--- config.mk ---
export PLATFORM = sky130hd
export DESIGN_NAME = acsm_top
export DESIGN_NICKNAME = d
export VERILOG_FILES = /design/src/rtl/acsm_pkg.sv /design/src/rtl/acsm_avs.sv /design/src/rtl/acsm_mult_check.sv /design/src/rtl/acsm_top.sv
export SDC_FILE = /design/constraint.sdc
export NUM_CORES = 1
export LEC_CHECK = 0
export ABC_CLOCK_PERIOD_IN_PS = 7100
export BUFFER_PORTS_ARGS = -buffer_cell sky130_fd_sc_hd__buf_2
export CORE_UTILIZATION = 55
export CTS_CLUSTER_SIZE = 24
export DETAILED_ROUTE_END_ITERATION = 7
export PLACE_DENSITY = 0.77
export SLEW_MARGIN = 40
export SYNTH_ARGS = -nofsm -noshare
export SYNTH_HDL_FRONTEND = slang
export SYNTH_SLANG_ARGS = --single-unit
--- constraint.sdc ---
create_clock -name sys_clk_i -period 7.1 [get_ports sys_clk_i]
set_input_delay 0.355 -clock sys_clk_i [delete_from_list [all_inputs] [get_ports sys_clk_i]]
set_output_delay 0.355 -clock sys_clk_i [all_outputs]
set_load 0.02 [all_outputs]
--- src/rtl/acsm_pkg.sv ---
package acsm_pkg;

  ////////////////////////////////////////////////////////////////////////
  // register byte offsets on the avalon slave
  localparam int ADDR_W = 6;
  localparam logic [5:0] OFS_FEATURE = 6'h00;
  localparam logic [5:0] OFS_SECCNT = 6'h04;
  localparam logic [5:0] OFS_SECNUM = 6'h08;
  localparam logic [5:0] OFS_CYL_LO = 6'h0c;
  localparam logic [5:0] OFS_CYL_HI = 6'h10;
  localparam logic [5:0] OFS_DRVHEAD = 6'h14;
  localparam logic [5:0] OFS_COMMAND = 6'h18;
  localparam logic [5:0] OFS_STATUS = 6'h1c;
  localparam logic [5:0] OFS_ERROR = 6'h20;
  localparam logic [5:0] OFS_MAX_LBA = 6'h24;
  localparam logic [5:0] OFS_MULT = 6'h28;
  localparam logic [5:0] OFS_IDENT82 = 6'h2c;

  ////////////////////////////////////////////////////////////////////////
  // command codes and signatures
  localparam logic [7:0] CMD_SET_MAX = 8'hf9;
  localparam logic [7:0] CMD_READ_NATIVE = 8'hf8;
  localparam logic [7:0] CMD_SET_MULT = 8'hc6;
  localparam logic [7:0] CMD_SLEEP_A = 8'h99;
  localparam logic [7:0] CMD_SLEEP_B = 8'he6;
  localparam logic [7:0] CMD_SMART = 8'hb0;
  localparam logic [7:0] SMART_SIG_HI = 8'hc2;
  localparam logic [7:0] SMART_SIG_LO = 8'h4f;
  localparam logic [2:0] SMART_DH_ONES = 3'h7;

  // set-max subfunctions in the feature register
  localparam logic [7:0] SMAX_ADDRESS = 8'h00;
  localparam logic [7:0] SMAX_SET_PW = 8'h01;
  localparam logic [7:0] SMAX_LOCK = 8'h02;
  localparam logic [7:0] SMAX_UNLOCK = 8'h03;
  localparam logic [7:0] SMAX_FREEZE = 8'h04;

  ////////////////////////////////////////////////////////////////////////
  // field positions
  localparam int ST_BSY_BIT = 7;
  localparam int ST_DRDY_BIT = 6;
  localparam int ST_SLEEP_BIT = 5;
  localparam int ST_ERR_BIT = 0;
  localparam int ER_ABRT_BIT = 2;
  localparam int DH_LBA_BIT = 6;
  localparam int KEEP_LIMIT_BIT = 0;
  localparam int IDENT82_SMART_BIT = 0;
  localparam int MULT_EN_BIT = 8;

  // reset values
  localparam logic [7:0] RST_TF = 8'h00;
  localparam logic [7:0] RST_MULT_CNT = 8'h00;
  localparam logic [15:0] RST_PW = 16'h0000;

  typedef enum logic [0:0] {ST_IDLE, ST_EXEC} acsm_state_t;

endpackage

--- src/rtl/acsm_avs.sv ---
`timescale 1ns/1ps
// avalon handshake: one wait cycle, then the request is taken
module acsm_avs (
  input wire logic sys_clk_i, // system clock
  input wire logic reset_i, // async reset, active high
  input wire logic read_i, // avalon read
  input wire logic write_i, // avalon write
  output logic waitrequest_o, // registered waitrequest
  output logic arm_o, // first cycle of a request
  output logic take_o // request taken this edge
);

  logic wait_r;

  // waitrequest idles high so no request passes unseen
  always_ff @(posedge sys_clk_i or posedge reset_i) begin
    if (reset_i) begin
      wait_r <= 1'b1;
    end else if (wait_r && (read_i || write_i)) begin
      wait_r <= 1'b0;
    end else begin
      wait_r <= 1'b1;
    end
  end

  assign waitrequest_o = wait_r;
  assign arm_o = wait_r && (read_i || write_i);
  assign take_o = !wait_r && (read_i || write_i);

endmodule

--- src/rtl/acsm_mult_check.sv ---
`timescale 1ns/1ps
// judges a requested sectors-per-block count
module acsm_mult_check #(
  parameter int MAX_MULT = 16
) (
  input wire logic [7:0] cnt_i, // requested count
  output logic zero_o, // count is zero
  output logic ok_o // count is supported
);

  localparam logic [7:0] MAX_CNT = 8'(MAX_MULT);

  // only powers of two up to the buffer size are served
  assign zero_o = (cnt_i == 8'h00);
  assign ok_o = !zero_o && ((cnt_i & (cnt_i - 8'h01)) == 8'h00) &&
                (cnt_i <= MAX_CNT);

endmodule

--- src/rtl/acsm_top.sv ---
`timescale 1ns/1ps
// Summary of operation
// - command f9h sets the host-visible maximum sector
// - keep-limit bit one survives hardware reset, not power-on
// - keep-limit zero reverts to stored limit
// - feature selects password, lock, unlock, freeze
// - first nonvolatile set-max after reset aborts
// - c6h sets busy and checks sector count
// - supported count stored, multiple commands enabled
// - unsupported count aborts and disables multiple
// - zero count disables multiple commands
// - multiple mode disabled after power-on
// - 99h or e6h sleeps, interrupt at once
// - any later command wakes the drive
// - smart needs b0h, c2h/4fh signature, 111 head
// - identify word 82 bit 0 reports smart
module acsm_top
  import acsm_pkg::*;
#(
  parameter logic [27:0] NATIVE_MAX = 28'hfffffff,
  parameter int MAX_MULT = 16
) (
  input wire logic sys_clk_i, // 10 mhz system clock
  input wire logic reset_i, // power-on reset, async high
  input wire logic hw_reset_i, // hardware reset pulse, sync
  input wire logic [ADDR_W-1:0] avs_address_i, // byte address
  input wire logic avs_read_i, // avalon read
  input wire logic avs_write_i, // avalon write
  input wire logic [31:0] avs_writedata_i, // write data
  output logic [31:0] avs_readdata_o, // read data
  output logic avs_waitrequest_o, // wait request
  output logic irq_o, // command complete pulse
  output logic sleep_o, // drive in sleep state
  output logic mult_en_o, // multiple transfers enabled
  output logic [7:0] mult_cnt_o, // sectors per block
  output logic [27:0] max_lba_o, // host-visible max sector
  output logic smart_req_o, // smart command pulse
  output logic [7:0] smart_feature_o // smart subfunction
);

  if (MAX_MULT < 1 || MAX_MULT > 128) begin : g_bad_mult
    $error("MAX_MULT must lie in 1..128");
  end

  ////////////////////////////////////////////////////////////////////////
  // bus slave
  logic arm, take;

  acsm_avs u_avs (
    .sys_clk_i(sys_clk_i),
    .reset_i(reset_i),
    .read_i(avs_read_i),
    .write_i(avs_write_i),
    .waitrequest_o(avs_waitrequest_o),
    .arm_o(arm),
    .take_o(take)
  );

  acsm_state_t state_r;
  logic [7:0] feat_r, seccnt_r, secnum_r, cyl_lo_r, cyl_hi_r, dh_r, cmd_r;
  logic abrt_r, prev_native_r, nv_block_r, locked_r, frozen_r;
  logic [27:0] max_r, nv_max_r, req_lba;
  logic [15:0] pw_r;
  logic wr_take, cmd_take, busy, smart_sig, abort_nxt, keep_limit, max_ok;
  logic is_setmax, is_mult, is_sleep, is_smart, is_native, mult_zero, mult_ok;

  acsm_mult_check #(
    .MAX_MULT(MAX_MULT)
  ) u_mult (
    .cnt_i(seccnt_r),
    .zero_o(mult_zero),
    .ok_o(mult_ok)
  );

  assign busy = (state_r == ST_EXEC);
  // host writes to the task file are ignored while a command runs
  assign wr_take = take && avs_write_i && !busy;
  assign cmd_take = wr_take && (avs_address_i == OFS_COMMAND);
  assign req_lba = {dh_r[3:0], cyl_hi_r, cyl_lo_r, secnum_r};
  assign keep_limit = seccnt_r[KEEP_LIMIT_BIT];

  ////////////////////////////////////////////////////////////////////////
  // command decode
  assign is_setmax = (cmd_r == CMD_SET_MAX);
  assign is_native = (cmd_r == CMD_READ_NATIVE);
  assign is_mult = (cmd_r == CMD_SET_MULT);
  assign is_sleep = (cmd_r == CMD_SLEEP_A) || (cmd_r == CMD_SLEEP_B);
  assign is_smart = (cmd_r == CMD_SMART);
  assign smart_sig = (cyl_hi_r == SMART_SIG_HI) &&
                     (cyl_lo_r == SMART_SIG_LO) &&
                     (dh_r[7:5] == SMART_DH_ONES);

  // plain address change: prerequisites, lock, range and lba mode
  assign max_ok = prev_native_r && !locked_r && !frozen_r &&
                  dh_r[DH_LBA_BIT] && (req_lba <= NATIVE_MAX) &&
                  !(keep_limit && nv_block_r);

  // abort decision for the command in execution
  always_comb begin
    abort_nxt = 1'b0;
    if (is_setmax) begin
      unique case (feat_r)
        SMAX_ADDRESS: abort_nxt = !max_ok;
        SMAX_SET_PW: abort_nxt = frozen_r || locked_r;
        SMAX_LOCK: abort_nxt = frozen_r;
        SMAX_UNLOCK: abort_nxt = frozen_r || ({cyl_hi_r, cyl_lo_r} != pw_r);
        SMAX_FREEZE: abort_nxt = 1'b0;
        default: abort_nxt = 1'b1;
      endcase
    end else if (is_mult) begin
      abort_nxt = !mult_zero && !mult_ok;
    end else if (is_smart) begin
      abort_nxt = !smart_sig;
    end else if (!is_native && !is_sleep) begin
      abort_nxt = 1'b1;
    end
  end

  ////////////////////////////////////////////////////////////////////////
  // one busy cycle per command, completion pulse as it ends
  always_ff @(posedge sys_clk_i or posedge reset_i) begin
    if (reset_i) begin
      state_r <= ST_IDLE;
      cmd_r <= RST_TF;
      irq_o <= 1'b0;
    end else begin
      irq_o <= busy;
      state_r <= cmd_take ? ST_EXEC : ST_IDLE;
      if (cmd_take) begin
        cmd_r <= avs_writedata_i[7:0];
      end
    end
  end

  // abort flag: cleared on a new command, set at its end
  always_ff @(posedge sys_clk_i or posedge reset_i) begin
    if (reset_i) begin
      abrt_r <= 1'b0;
    end else if (busy) begin
      abrt_r <= abort_nxt;
    end else if (cmd_take) begin
      abrt_r <= 1'b0;
    end
  end

  ////////////////////////////////////////////////////////////////////////
  // task file; read-native returns the native max into it
  always_ff @(posedge sys_clk_i or posedge reset_i) begin
    if (reset_i) begin
      feat_r <= RST_TF;
      seccnt_r <= RST_TF;
      secnum_r <= RST_TF;
      cyl_lo_r <= RST_TF;
      cyl_hi_r <= RST_TF;
      dh_r <= RST_TF;
    end else if (busy && is_native) begin
      secnum_r <= NATIVE_MAX[7:0];
      cyl_lo_r <= NATIVE_MAX[15:8];
      cyl_hi_r <= NATIVE_MAX[23:16];
      dh_r <= {dh_r[7:4], NATIVE_MAX[27:24]};
    end else if (wr_take) begin
      unique case (avs_address_i)
        OFS_FEATURE: feat_r <= avs_writedata_i[7:0];
        OFS_SECCNT: seccnt_r <= avs_writedata_i[7:0];
        OFS_SECNUM: secnum_r <= avs_writedata_i[7:0];
        OFS_CYL_LO: cyl_lo_r <= avs_writedata_i[7:0];
        OFS_CYL_HI: cyl_hi_r <= avs_writedata_i[7:0];
        OFS_DRVHEAD: dh_r <= avs_writedata_i[7:0];
        default: ;
      endcase
    end
  end

  // only a directly preceding read-native opens a set-max address change
  always_ff @(posedge sys_clk_i or posedge reset_i) begin
    if (reset_i) begin
      prev_native_r <= 1'b0;
    end else if (hw_reset_i) begin
      prev_native_r <= 1'b0;
    end else if (busy) begin
      prev_native_r <= is_native;
    end
  end

  ////////////////////////////////////////////////////////////////////////
  // limit storage; nv copy models the flash-held limit, which on
  // power-on can only come back as the native size here
  always_ff @(posedge sys_clk_i or posedge reset_i) begin
    if (reset_i) begin
      max_r <= NATIVE_MAX;
      nv_max_r <= NATIVE_MAX;
      max_lba_o <= NATIVE_MAX;
    end else begin
      max_lba_o <= max_r; // host view trails the limit by a cycle
      if (hw_reset_i) begin
        max_r <= nv_max_r;
      end else if (busy && is_setmax && feat_r == SMAX_ADDRESS && max_ok) begin
        max_r <= req_lba;
        if (keep_limit) begin
          nv_max_r <= req_lba;
        end
      end
    end
  end

  // one-shot guard against the first nonvolatile set after reset
  always_ff @(posedge sys_clk_i or posedge reset_i) begin
    if (reset_i) begin
      nv_block_r <= 1'b1;
    end else if (hw_reset_i) begin
      nv_block_r <= 1'b1;
    end else if (busy && is_setmax && feat_r == SMAX_ADDRESS &&
                 keep_limit && prev_native_r) begin
      nv_block_r <= 1'b0;
    end
  end

  // password, lock and freeze state of the limit
  always_ff @(posedge sys_clk_i or posedge reset_i) begin
    if (reset_i) begin
      pw_r <= RST_PW;
      locked_r <= 1'b0;
      frozen_r <= 1'b0;
    end else if (hw_reset_i) begin
      locked_r <= 1'b0;
      frozen_r <= 1'b0;
    end else if (busy && is_setmax && !abort_nxt) begin
      unique case (feat_r)
        SMAX_SET_PW: pw_r <= {cyl_hi_r, cyl_lo_r};
        SMAX_LOCK: locked_r <= 1'b1;
        SMAX_UNLOCK: locked_r <= 1'b0;
        SMAX_FREEZE: frozen_r <= 1'b1;
        default: ;
      endcase
    end
  end

  ////////////////////////////////////////////////////////////////////////
  // multiple mode; off from power-on until a good count arrives
  always_ff @(posedge sys_clk_i or posedge reset_i) begin
    if (reset_i) begin
      mult_en_o <= 1'b0;
      mult_cnt_o <= RST_MULT_CNT;
    end else if (busy && is_mult) begin
      if (mult_ok) begin
        mult_en_o <= 1'b1;
        mult_cnt_o <= seccnt_r;
      end else begin
        mult_en_o <= 1'b0;
      end
    end
  end

  // sleep entry and wake on the next command
  always_ff @(posedge sys_clk_i or posedge reset_i) begin
    if (reset_i) begin
      sleep_o <= 1'b0;
    end else if (busy) begin
      sleep_o <= is_sleep;
    end else if (cmd_take) begin
      sleep_o <= 1'b0;
    end
  end

  // smart request handed to the monitoring engine
  always_ff @(posedge sys_clk_i or posedge reset_i) begin
    if (reset_i) begin
      smart_req_o <= 1'b0;
      smart_feature_o <= RST_TF;
    end else begin
      smart_req_o <= busy && is_smart && smart_sig;
      if (busy && is_smart && smart_sig) begin
        smart_feature_o <= feat_r;
      end
    end
  end

  ////////////////////////////////////////////////////////////////////////
  // read data, latched in the wait cycle; unmapped reads give zero
  always_ff @(posedge sys_clk_i or posedge reset_i) begin
    if (reset_i) begin
      avs_readdata_o <= 32'h00000000;
    end else if (arm && avs_read_i) begin
      avs_readdata_o <= 32'h00000000;
      unique case (avs_address_i)
        OFS_FEATURE: avs_readdata_o[7:0] <= feat_r;
        OFS_SECCNT: avs_readdata_o[7:0] <= seccnt_r;
        OFS_SECNUM: avs_readdata_o[7:0] <= secnum_r;
        OFS_CYL_LO: avs_readdata_o[7:0] <= cyl_lo_r;
        OFS_CYL_HI: avs_readdata_o[7:0] <= cyl_hi_r;
        OFS_DRVHEAD: avs_readdata_o[7:0] <= dh_r;
        OFS_COMMAND: avs_readdata_o[7:0] <= cmd_r;
        OFS_STATUS: begin
          avs_readdata_o[ST_BSY_BIT] <= busy;
          avs_readdata_o[ST_DRDY_BIT] <= !busy;
          avs_readdata_o[ST_SLEEP_BIT] <= sleep_o;
          avs_readdata_o[ST_ERR_BIT] <= abrt_r;
        end
        OFS_ERROR: avs_readdata_o[ER_ABRT_BIT] <= abrt_r;
        OFS_MAX_LBA: avs_readdata_o[27:0] <= max_r;
        OFS_MULT: begin
          avs_readdata_o[7:0] <= mult_cnt_o;
          avs_readdata_o[MULT_EN_BIT] <= mult_en_o;
        end
        OFS_IDENT82: avs_readdata_o[IDENT82_SMART_BIT] <= 1'b1;
        default: ;
      endcase
    end
  end
endmodule

Word level (Yosys, flattened, before mapping):

Index checks and enable logic that the tools add are counted.

* flip-flop bits (word level): 211
* bits in latches: 0
* RAM bits: 0
* bits in read-only memories: 0
* input port bits: 43
* output and inout port bits: 81
* logic and storage cells: 171
* memories kept: 0

* add/sub/neg operators: 1
* multiply operators: 0
* div/mod/pow operators: 0
* $lt $le $gt $ge: 2
* equal/unequal tests: 25
* shift-type cells: 0
* muxes and demuxes: 42
* bitwise logic cells: 3
* reductions and logical operators: 72

Operator list (number)
* 2-to-1 mux 8 bit: 9
* equality test 8 bit (second input constant): 7
* 2-to-1 mux 28 bit: 2
* case mux 3 bit (10 select lines): 1
* <= comparator 28 bit (second input constant): 1
* logical AND 1 bit: 28
* equality test 6 x 5 -> 1 bit (second input constant): 4
* equality test 6 bit (second input constant): 4
* zero test 8 bit: 3
* nonzero test 2 bit: 11
* 2-to-1 mux 1 bit: 19
* 2-to-1 mux 19 bit: 1
* case mux 2 bit (9 select lines): 1
* equality test 8 x 2 -> 1 bit (second input constant): 2
* inequality test 16 bit: 1
* AND reduction 3 bit: 5
* AND reduction 2 bit: 7
* equality test 6 x 4 -> 1 bit (second input constant): 2
* zero test 1 bit: 12
* 2-to-1 mux 4 bit: 3
* case mux 1 bit (11 select lines): 1
* case mux 1 bit (10 select lines): 1
* case mux 1 bit (9 select lines): 1
* AND 8 bit: 1
* 13 further kinds: 18

Longest topological paths before layout:

Gate-level depths: netlist (run 1).

* depth after elaboration: 13
* depth in mapped cells: 8
* depth with buffers taken out: 5

Modules after synthesis:

A second synthesis (run 1) with hierarchy kept.

* cells, all modules: 782
* area, all modules: 9490.4 um2

By module, submodules not included
* acsm_top: times used 1, cells an instance 765, area each 9357.7 um2, seq. area each 5361.4 um2
* acsm_mult_check: times used 1, cells an instance 12, area each 80.1 um2, seq. area each 0.0 um2
* acsm_avs: times used 1, cells an instance 5, area each 52.6 um2, seq. area each 26.3 um2

Least setup slack after synthesis (run 1):

OpenSTA, ideal clock, no wires.

* path type: register to register
* from: register feat_r[7]
* to: register nv_max_r[0]
* setup time: 0.082 ns
* data arrival time: 2.142 ns
* required time: 7.018 ns
* setup slack: 4.876 ns
* stages on the path, launching flop included: 8
* path buffers: 2
* clock period less this slack: 2.224 ns
* cells stage by stage: dfrtp_1 -> or4_4 -> nor3_4 -> and4_4 -> and4_4 -> buf_12 -> buf_12 -> mux2_4

* cells in the longest elaborated chain, start to end: 4

Ends and longest elaborated chain
* start, declared: RTL line acsm_top.sv:60 `logic [7:0] feat_r, seccnt_r, secnum_r, cyl_lo_r, cyl_hi_r, dh_r, cmd_r;`
* start signal, assigned: RTL line acsm_top.sv:163 `OFS_FEATURE: feat_r <= avs_writedata_i[7:0];`
* zero test 8 bit: RTL line acsm_top.sv:197 `end else if (busy && is_setmax && feat_r == SMAX_ADDRESS && max_ok) begin`
* logical AND 1 bit (2 in a row): RTL line acsm_top.sv:197
* AND reduction 3 bit (no source line)
* end signal, assigned: RTL line acsm_top.sv:200 `nv_max_r <= req_lba;`
* end, declared: RTL line acsm_top.sv:62 `logic [27:0] max_r, nv_max_r, req_lba;`

No other way between the ends.
A chain may end at the register's enable or synchronous reset.

Worst setup path in the final report (run 1):

* from: register state_r (netlist: busy)
* to: register nv_max_r[20]

* cells in the longest elaborated chain, start to end: 4

Ends and longest elaborated chain
* start, declared: RTL line acsm_top.sv:59 `acsm_state_t state_r;`
* start signal, assigned: RTL line acsm_top.sv:128 `state_r <= cmd_take ? ST_EXEC : ST_IDLE;`
* logical AND 1 bit (3 in a row): RTL line acsm_top.sv:197
* AND reduction 3 bit (no source line)

No other way between the ends.

==> flow_summary.json, run 1 <==
{
  "critPathTopFamily": "simple AND/OR/NAND/NOR gates",
  "overflow": 0,
  "htree_levels": 1,
  "period_share_pct": 39.7,
  "antenna_found_initial": 0,
  "post_cts_resized": 0,
  "cts.clk_slew.worst_paths_ns": 0.06,
  "pin_count": 124,
  "critPathSlowestCell": "and4_4",
  "routed-wl-met3_mm": 1.76,
  "path_max_fanout": 28,
  "met1_length_mm": 9.82,
  "synth_area_leaders": "dfrtp_1, dfstp_2, mux2_2, nand2_1, mux2i_1",
  "drt-total-wl_mm": 22.1,
  "slowest_delay_ns": 0.61,
  "fin_crit_ns": 2.82,
  "initial_core_util_pct": 56.8,
  "yosysMostFrequentCell": "nand2_1",
  "die_area_um2": 17800,
  "leakagePower_nw": 4.95,
  "hold_slack_ns": -0.0370,
  "cts.sinks": 211,
  "core-area_um2": 16700,
  "clkLatencyLatePin_ns": 0.50,
  "wire_per_inst_um": 20.1,
  "numPortBuffers": 95,
  "drive_above_1_share_pct": 37.1,
  "crit_buf_inv": 1,
  "ir_worst_vdd_mv": 0.209,
  "synth-async-reset-ratio_pct": 100,
  "drv_cap": 0,
  "synth-edff-count": 0,
  "antenna-diode-count": 0,
  "hpwl_mm": 14.6,
  "yosys.area.top_type": "dfrtp_1",
  "final.setup.tns_ns": 0,
  "fin_nets": 905,
  "viasPerCell": 5.85,
  "rsz0062_at_grt": "false",
  "wl_met2_mm": 10.1,
  "grt_use_total_pct": 25.2,
  "final_max_slew_viol_count": 0,
  "required_ns": 7.52,
  "cpMostUsedCell": "and4_4",
  "grt_pass1_wl_mm": 34.8,
  "cts_tree": "done",
  "hold_viol_final": 2,
  "dr.max_layer_used": "met4",
  "max_slew_margin_pct": 45.5,
  "netlist-cell-type-count": 68,
  "clockBufferDepth": 3,
  "synth_common_cells": "nand2_1, dfrtp_1, dfstp_2",
  "grt_start_max_net_pins": 134,
  "status": "complete, but fails checks",
  "postSynthCellCount": 787,
  "syn2layout_area_growth_pct": 13.5,
  "dieHeight_um": 133,
  "dr.pass1.iters": 5,
  "skew_ns": 0.0212,
  "grt_pass1_vias": 6109,
  "fp.dieW_um": 133,
  "drtIter0Drc": 530,
  "cts_buffers": 22,
  "syn_area_um2": 9480,
  "min_path_type": "in -> async",
  "drtAntennaViolNets": 0,
  "gp_congestion": 0.908,
  "drc": 0,
  "row_count": 47,
  "synthFlopType": "dfrtp_1",
  "synth_top_area_share_pct": 33.0,
  "worstSetupPathType": "reg -> reg",
  "ys_seq_area_share_pct": 56.8,
  "worstSetupStartpointType": "flip-flop",
  "vias": 6416,
  "violations": "negative hold slack",
  "avgSynthCellArea_um2": 12.0,
  "cp-end-kind": "flip-flop",
  "post_cts_buffers": 0,
  "max_freq_mhz": 355,
  "cp_cell_sequence": "inv_1 -> nor4_2 -> and4_4 -> and4_4 -> mux2_2",
  "worstMarginPinSlew_ns": 0.816,
  "hold_buffers": 0,
  "setup-violations-final": 0,
  "yosysWarnings": 0,
  "ys_seq_elements": 211,
  "power.density_nw_per_um2": 253,
  "cts-root-buf": "clkbuf_16",
  "worst_ep_arrival_time_ns": 3.23
}
## power by group
part / internal, mW / switching [mW]
Combinational: 0.0984 / 0.151
Sequential: 1.29 / 0.0944
Clock: 0.631 / 0.457
## per-layer routing
layer  up-vias  GRT usage [%]
li1       2941              -
met1      3162           37.3
met2       274           39.1
met3        39           4.34
met4         0           5.87
met5         -              0
## through the flow
step | utilization (%) | area [um^2] | setup slack, ns | instances | power (mW)
6_report | 64.4 | 10800 | 4.28 | 1097 | 2.72
3_3_place_gp | 60.1 | 10000 | 4.09 | 1058 | 1.64
3_5_place_dp | 60.2 | 10100 | 4.30 | 1058 | 1.65
2_1_floorplan | - | 9490 | 1.12 | 790 | 1.55
4_1_cts | 64.3 | 10700 | 4.28 | 1097 | 2.74
5_1_grt | 64.4 | 10800 | 4.16 | 1097 | 2.82
## worst paths after layout
check | startpoint | end | slack [ns] | depth (start not counted)
max | busy$_DFF_PP0_ | nv_max_r[20]$_DFFE_PP1P_ | 4.28 | 5
min | reset_i | avs_readdata_o[14]$_DFFE_PP0P_ | -0.04 | 2
max reg2reg | busy$_DFF_PP0_ | nv_max_r[20]$_DFFE_PP1P_ | 4.28 | 5
min reg2reg | max_r[23]$_DFFE_PP1P_ | max_lba_o[23]$_DFF_PP1_ | 0.35 | 0
max in group asynchronous | reset_i | cmd_r[1]$_DFFE_PP0P_ | 5.97 | 3
min in group sys_clk_i | avs_read_i | u_avs.waitrequest_o$_DFF_PP1_ | 0.06 | 2
## cells by family (layout without fill, tap and decap cells)
family	count (synthesis)	count (layout)	share of synthesized area [%]
AND/OR/NAND/NOR	246	246	12.9
multiplexers	141	141	18.0
other	1	4	0.0396
buffers and inverters	55	142	3.00
flip-flops	211	211	56.8
AO/OA/AOI/OAI	115	115	7.52
XOR/XNOR	18	18	1.66
## registers in the layout, summed over array words and instances (netlist names), 8 cells and up
name             count
dh_r                 8
nv_max_r            28
seccnt_r             8
max_r               28
cmd_r                8
cyl_lo_r             8
pw_r                16
smart_feature_o      8
mult_cnt_o           8
feat_r               8
cyl_hi_r             8
secnum_r             8
avs_readdata_o      28
max_lba_o           28
## worst register-to-register path, cell delays in order (launching register included)
cell	delay [ns]
dfrtp_1	0.58
inv_1	0.18
nor4_2	0.57
and4_4	0.38
and4_4	0.61
mux2_2	0.43
## final cells by class
| class | count | area (um^2) |
|---|---|---|
| flip-flops and latches | 211 | 5390 |
| well taps | 220 | 275 |
| repair buffers | 99 | 509 |
| multi-input cells | 524 | 3870 |
| clock buffers | 34 | 647 |
| clock inverters | 5 | 40.0 |
| fillers | 1292 | 5950 |
| inverters | 4 | 27.5 |
## cells in the final DEF (no fill, tap or decap), types with 3 or more instances in the layout
| cell | synthesis | final |
|---|---|---|
| nor2_1 | 19 | 19 |
| nor4_1 | 5 | 4 |
| nand3b_1 | 3 | 3 |
| nor2b_1 | 11 | 11 |
| nor4b_1 | 5 | 3 |
| mux4_2 | 6 | 6 |
| clkbuf_8 | 0 | 3 |
| a22o_1 | 5 | 5 |
| buf_4 | 4 | 3 |
| xnor2_1 | 17 | 17 |
| clkbuf_16 | 0 | 23 |
| mux2_4 | 30 | 30 |
| mux2_2 | 57 | 57 |
| a22oi_1 | 4 | 4 |
| nand4_1 | 8 | 8 |
| mux2i_1 | 48 | 48 |
| inv_1 | 4 | 3 |
| conb_1 | 1 | 4 |
| buf_2 | 5 | 95 |
| dfrtp_1 | 125 | 125 |
| a21o_1 | 4 | 4 |
| nor3_1 | 8 | 8 |
| a21oi_1 | 9 | 9 |
| nand2_1 | 135 | 134 |
| a222oi_1 | 3 | 3 |
| a32oi_1 | 3 | 3 |
| nand3_1 | 23 | 23 |
| o21ai_0 | 65 | 65 |
| clkbuf_1 | 34 | 8 |
| o2bb2ai_1 | 4 | 4 |
| dfstp_2 | 86 | 86 |
| and3_1 | 3 | 3 |
Note: power is estimated with default switching activity, not from simulation.
==> inputs of run 2 (changes only) <==
ABC_CLOCK_PERIOD_IN_PS = 2550   (was 7100)
CORE_UTILIZATION = 52   (was 55)
PLACE_DENSITY = 0.76   (was 0.77)
clock period = 2.55 ns   (was 7.1 ns; I/O delays follow)
==> flow_summary.json, run 2 (same netlist as run 1, synthesis figures left out) <==
{
  "hpwl_mm": 15.9,
  "critical_path_depth": 5,
  "worstSetupStartpointType": "flip-flop",
  "viasPerCell": 5.75,
  "syn2layout_area_growth_pct": 18.6,
  "final_max_slew_viol_count": 0,
  "worstMarginPinSlew_ns": 0.781,
  "grt_use_total_pct": 25.3,
  "total_power_mw": 8.01,
  "p_clk_share_pct": 41.8,
  "required_ns": 2.93,
  "numPortBuffers": 95,
  "p_int_mw": 6.01,
  "grt_pass1_vias": 6388,
  "hold_slack_ns": 0.0454,
  "endpoint": "pw_r[9]$_DFFE_PP0P_",
  "final.setup.tns_ns": 0,
  "post_cts_buffers": 0,
  "worst_ep_arrival_time_ns": 2.79,
  "critPathTopFamily": "simple AND/OR/NAND/NOR gates",
  "drive_above_1_share_pct": 39.2,
  "max_freq_mhz": 415,
  "initial_core_util_pct": 52.9,
  "cts_tree": "done",
  "fp.dieW_um": 137,
  "vias": 6625,
  "dp_slack_ns": -0.0188,
  "antenna-diode-count": 0,
  "clkLatencyLatePin_ns": 0.50,
  "clockBufferDepth": 3,
  "wire_per_inst_um": 19.9,
  "drc": 0,
  "dr.pass1.iters": 5,
  "fin_ws_ns": 0.140,
  "final_common_cell": "nand2_1",
  "power_switching_mw": 2.00,
  "grt_start_max_net_pins": 65,
  "r2r-end": "pw_r[9]$_DFFE_PP0P_",
  "row_count": 49,
  "crit_buf_inv": 0,
  "overflow": 0,
  "ir_worst_vdd_mv": 0.538,
  "layout_common_cells": "nand2_1, dfrtp_1, buf_2",
  "cts.clk_slew.worst_paths_ns": 0.06,
  "hold_viol_final": 0,
  "core-area_um2": 17900,
  "max_slew_margin_pct": 47.2,
  "cp-end-kind": "flip-flop",
  "dieHeight_um": 137,
  "num-fill-cells": 1369,
  "gp_congestion": 0.938,
  "drv_cap": 0,
  "cts-root-buf": "clkbuf_16",
  "htree_levels": 1,
  "rr_worst_depth": 5,
  "pin_count": 124,
  "fin_crit_ns": 2.41,
  "min_path_type": "in -> reg",
  "die_area_um2": 18800,
  "rsz0062_at_grt": "false",
  "rrSetupSlack_ns": 0.14,
  "fin_nets": 951,
  "period_share_pct": 94.5,
  "antenna_found_initial": 0,
  "drtAntennaViolNets": 0,
  "critPathSlowestCell": "or4_4",
  "grt_pass1_wl_mm": 35.8,
  "combPwrFrac_pct": 10.8,
  "power.density_nw_per_um2": 713,
  "cp_cell_sequence": "or4_4 -> nor3_1 -> and4bb_2 -> nand4_4 -> mux2_4",
  "cts_buffers": 22,
  "path_max_fanout": 16,
  "fin_util_pct": 62.8,
  "cts.sinks": 211,
  "leakagePower_nw": 5.22,
  "r2r_start": "feat_r[7]$_DFFE_PP0P_",
  "status": "finished, final reports clean",
  "swShare_pct": 25.0,
  "skew_ns": 0.00859,
  "worstSetupPathType": "reg -> reg",
  "cp-startpoint": "feat_r[7]$_DFFE_PP0P_",
  "p_seq_share_pct": 47.3,
  "setup-violations-final": 0,
  "slowest_delay_ns": 0.58,
  "drt-total-wl_mm": 22.9,
  "drtIter0Drc": 575
}
## run 2: cell count changes in the layout (fill, tap and decap cells not counted), sizes merged
cell,delta
dlygate4sd3,+11
bufinv,+2
buf,+35
clkinvlp,-1
## run 2: final cells by class
class / count / area (um^2) / share of cell area, %
Inverter: 4 / 18.8 / 0.167
Timing Repair Buffer: 145 / 928 / 8.26
Clock buffer: 34 / 687 / 6.11
Multi-Input combinational cell: 524 / 3850 / 34.2
Tap cell: 229 / 287 / 2.55
Clock inverter: 6 / 87.6 / 0.779
Sequential cell: 211 / 5390 / 47.9
## run 2: routing by layer
| layer | part of all wire, % | vias to the layer above | track usage [%] |
|---|---|---|---|
| li1 | - | 3038 | - |
| met1 | 44 | 3219 | 35.7 |
| met2 | 45 | 309 | 38.9 |
| met3 | 8.3 | 59 | 5.33 |
| met4 | 2.8 | 0 | 7.81 |
| met5 | 0 | - | 0 |
## run 2: worst reg2reg max path: cells and delay by family (launching register included)
kind / cells / cell delay, ns
AND/OR/NAND/NOR: 4 / 1.47
multiplexers: 1 / 0.43
flip-flops: 1 / 0.41
## run 2: power by group through the flow
stage,Clock [mW],Sequential (mW),Combinational [mW]
after floorplan,0,3.86,0.458
after global placement,0,3.83,0.828
after detailed placement,0,3.84,0.846
after CTS,3.41,3.79,0.865
after global routing,3.54,3.82,0.944
final,3.35,3.79,0.869
## run 2: how the worst min path moves through the flow
stage | to | depth (start not counted) | slack [ns] | from
global placement | avs_readdata_o[17]$_DFFE_PP0P_ | 2 | 0.23 | reset_i
detailed placement | avs_readdata_o[14]$_DFFE_PP0P_ | 2 | 0.24 | reset_i
floorplan | u_avs.waitrequest_o$_DFF_PP1_ | 1 | 0.19 | avs_read_i
CTS | cyl_lo_r[2]$_DFFE_PP0P_ | 3 | 0.007 | avs_writedata_i[2]
global route | cyl_hi_r[2]$_DFFE_PP0P_ | 3 | 0.04 | avs_writedata_i[2]
finish | cyl_lo_r[2]$_DFFE_PP0P_ | 3 | 0.05 | avs_writedata_i[2]
## run 2: repair_timing
item / 4_1_cts / 5_1_grt
resized for setup: 1 / 0
hold buffers: 11 / 0
endpoints found under the setup margin: 8 / 0
hold endpoints to repair: 20 / 0
## run 2: stage by stage
stage          cell area [um^2]  cells
2_1_floorplan              9490    790
3_3_place_gp              10400   1102
3_5_place_dp              10400   1102
4_1_cts                   11200   1153
5_1_grt                   11200   1153
6_report                  11200   1153
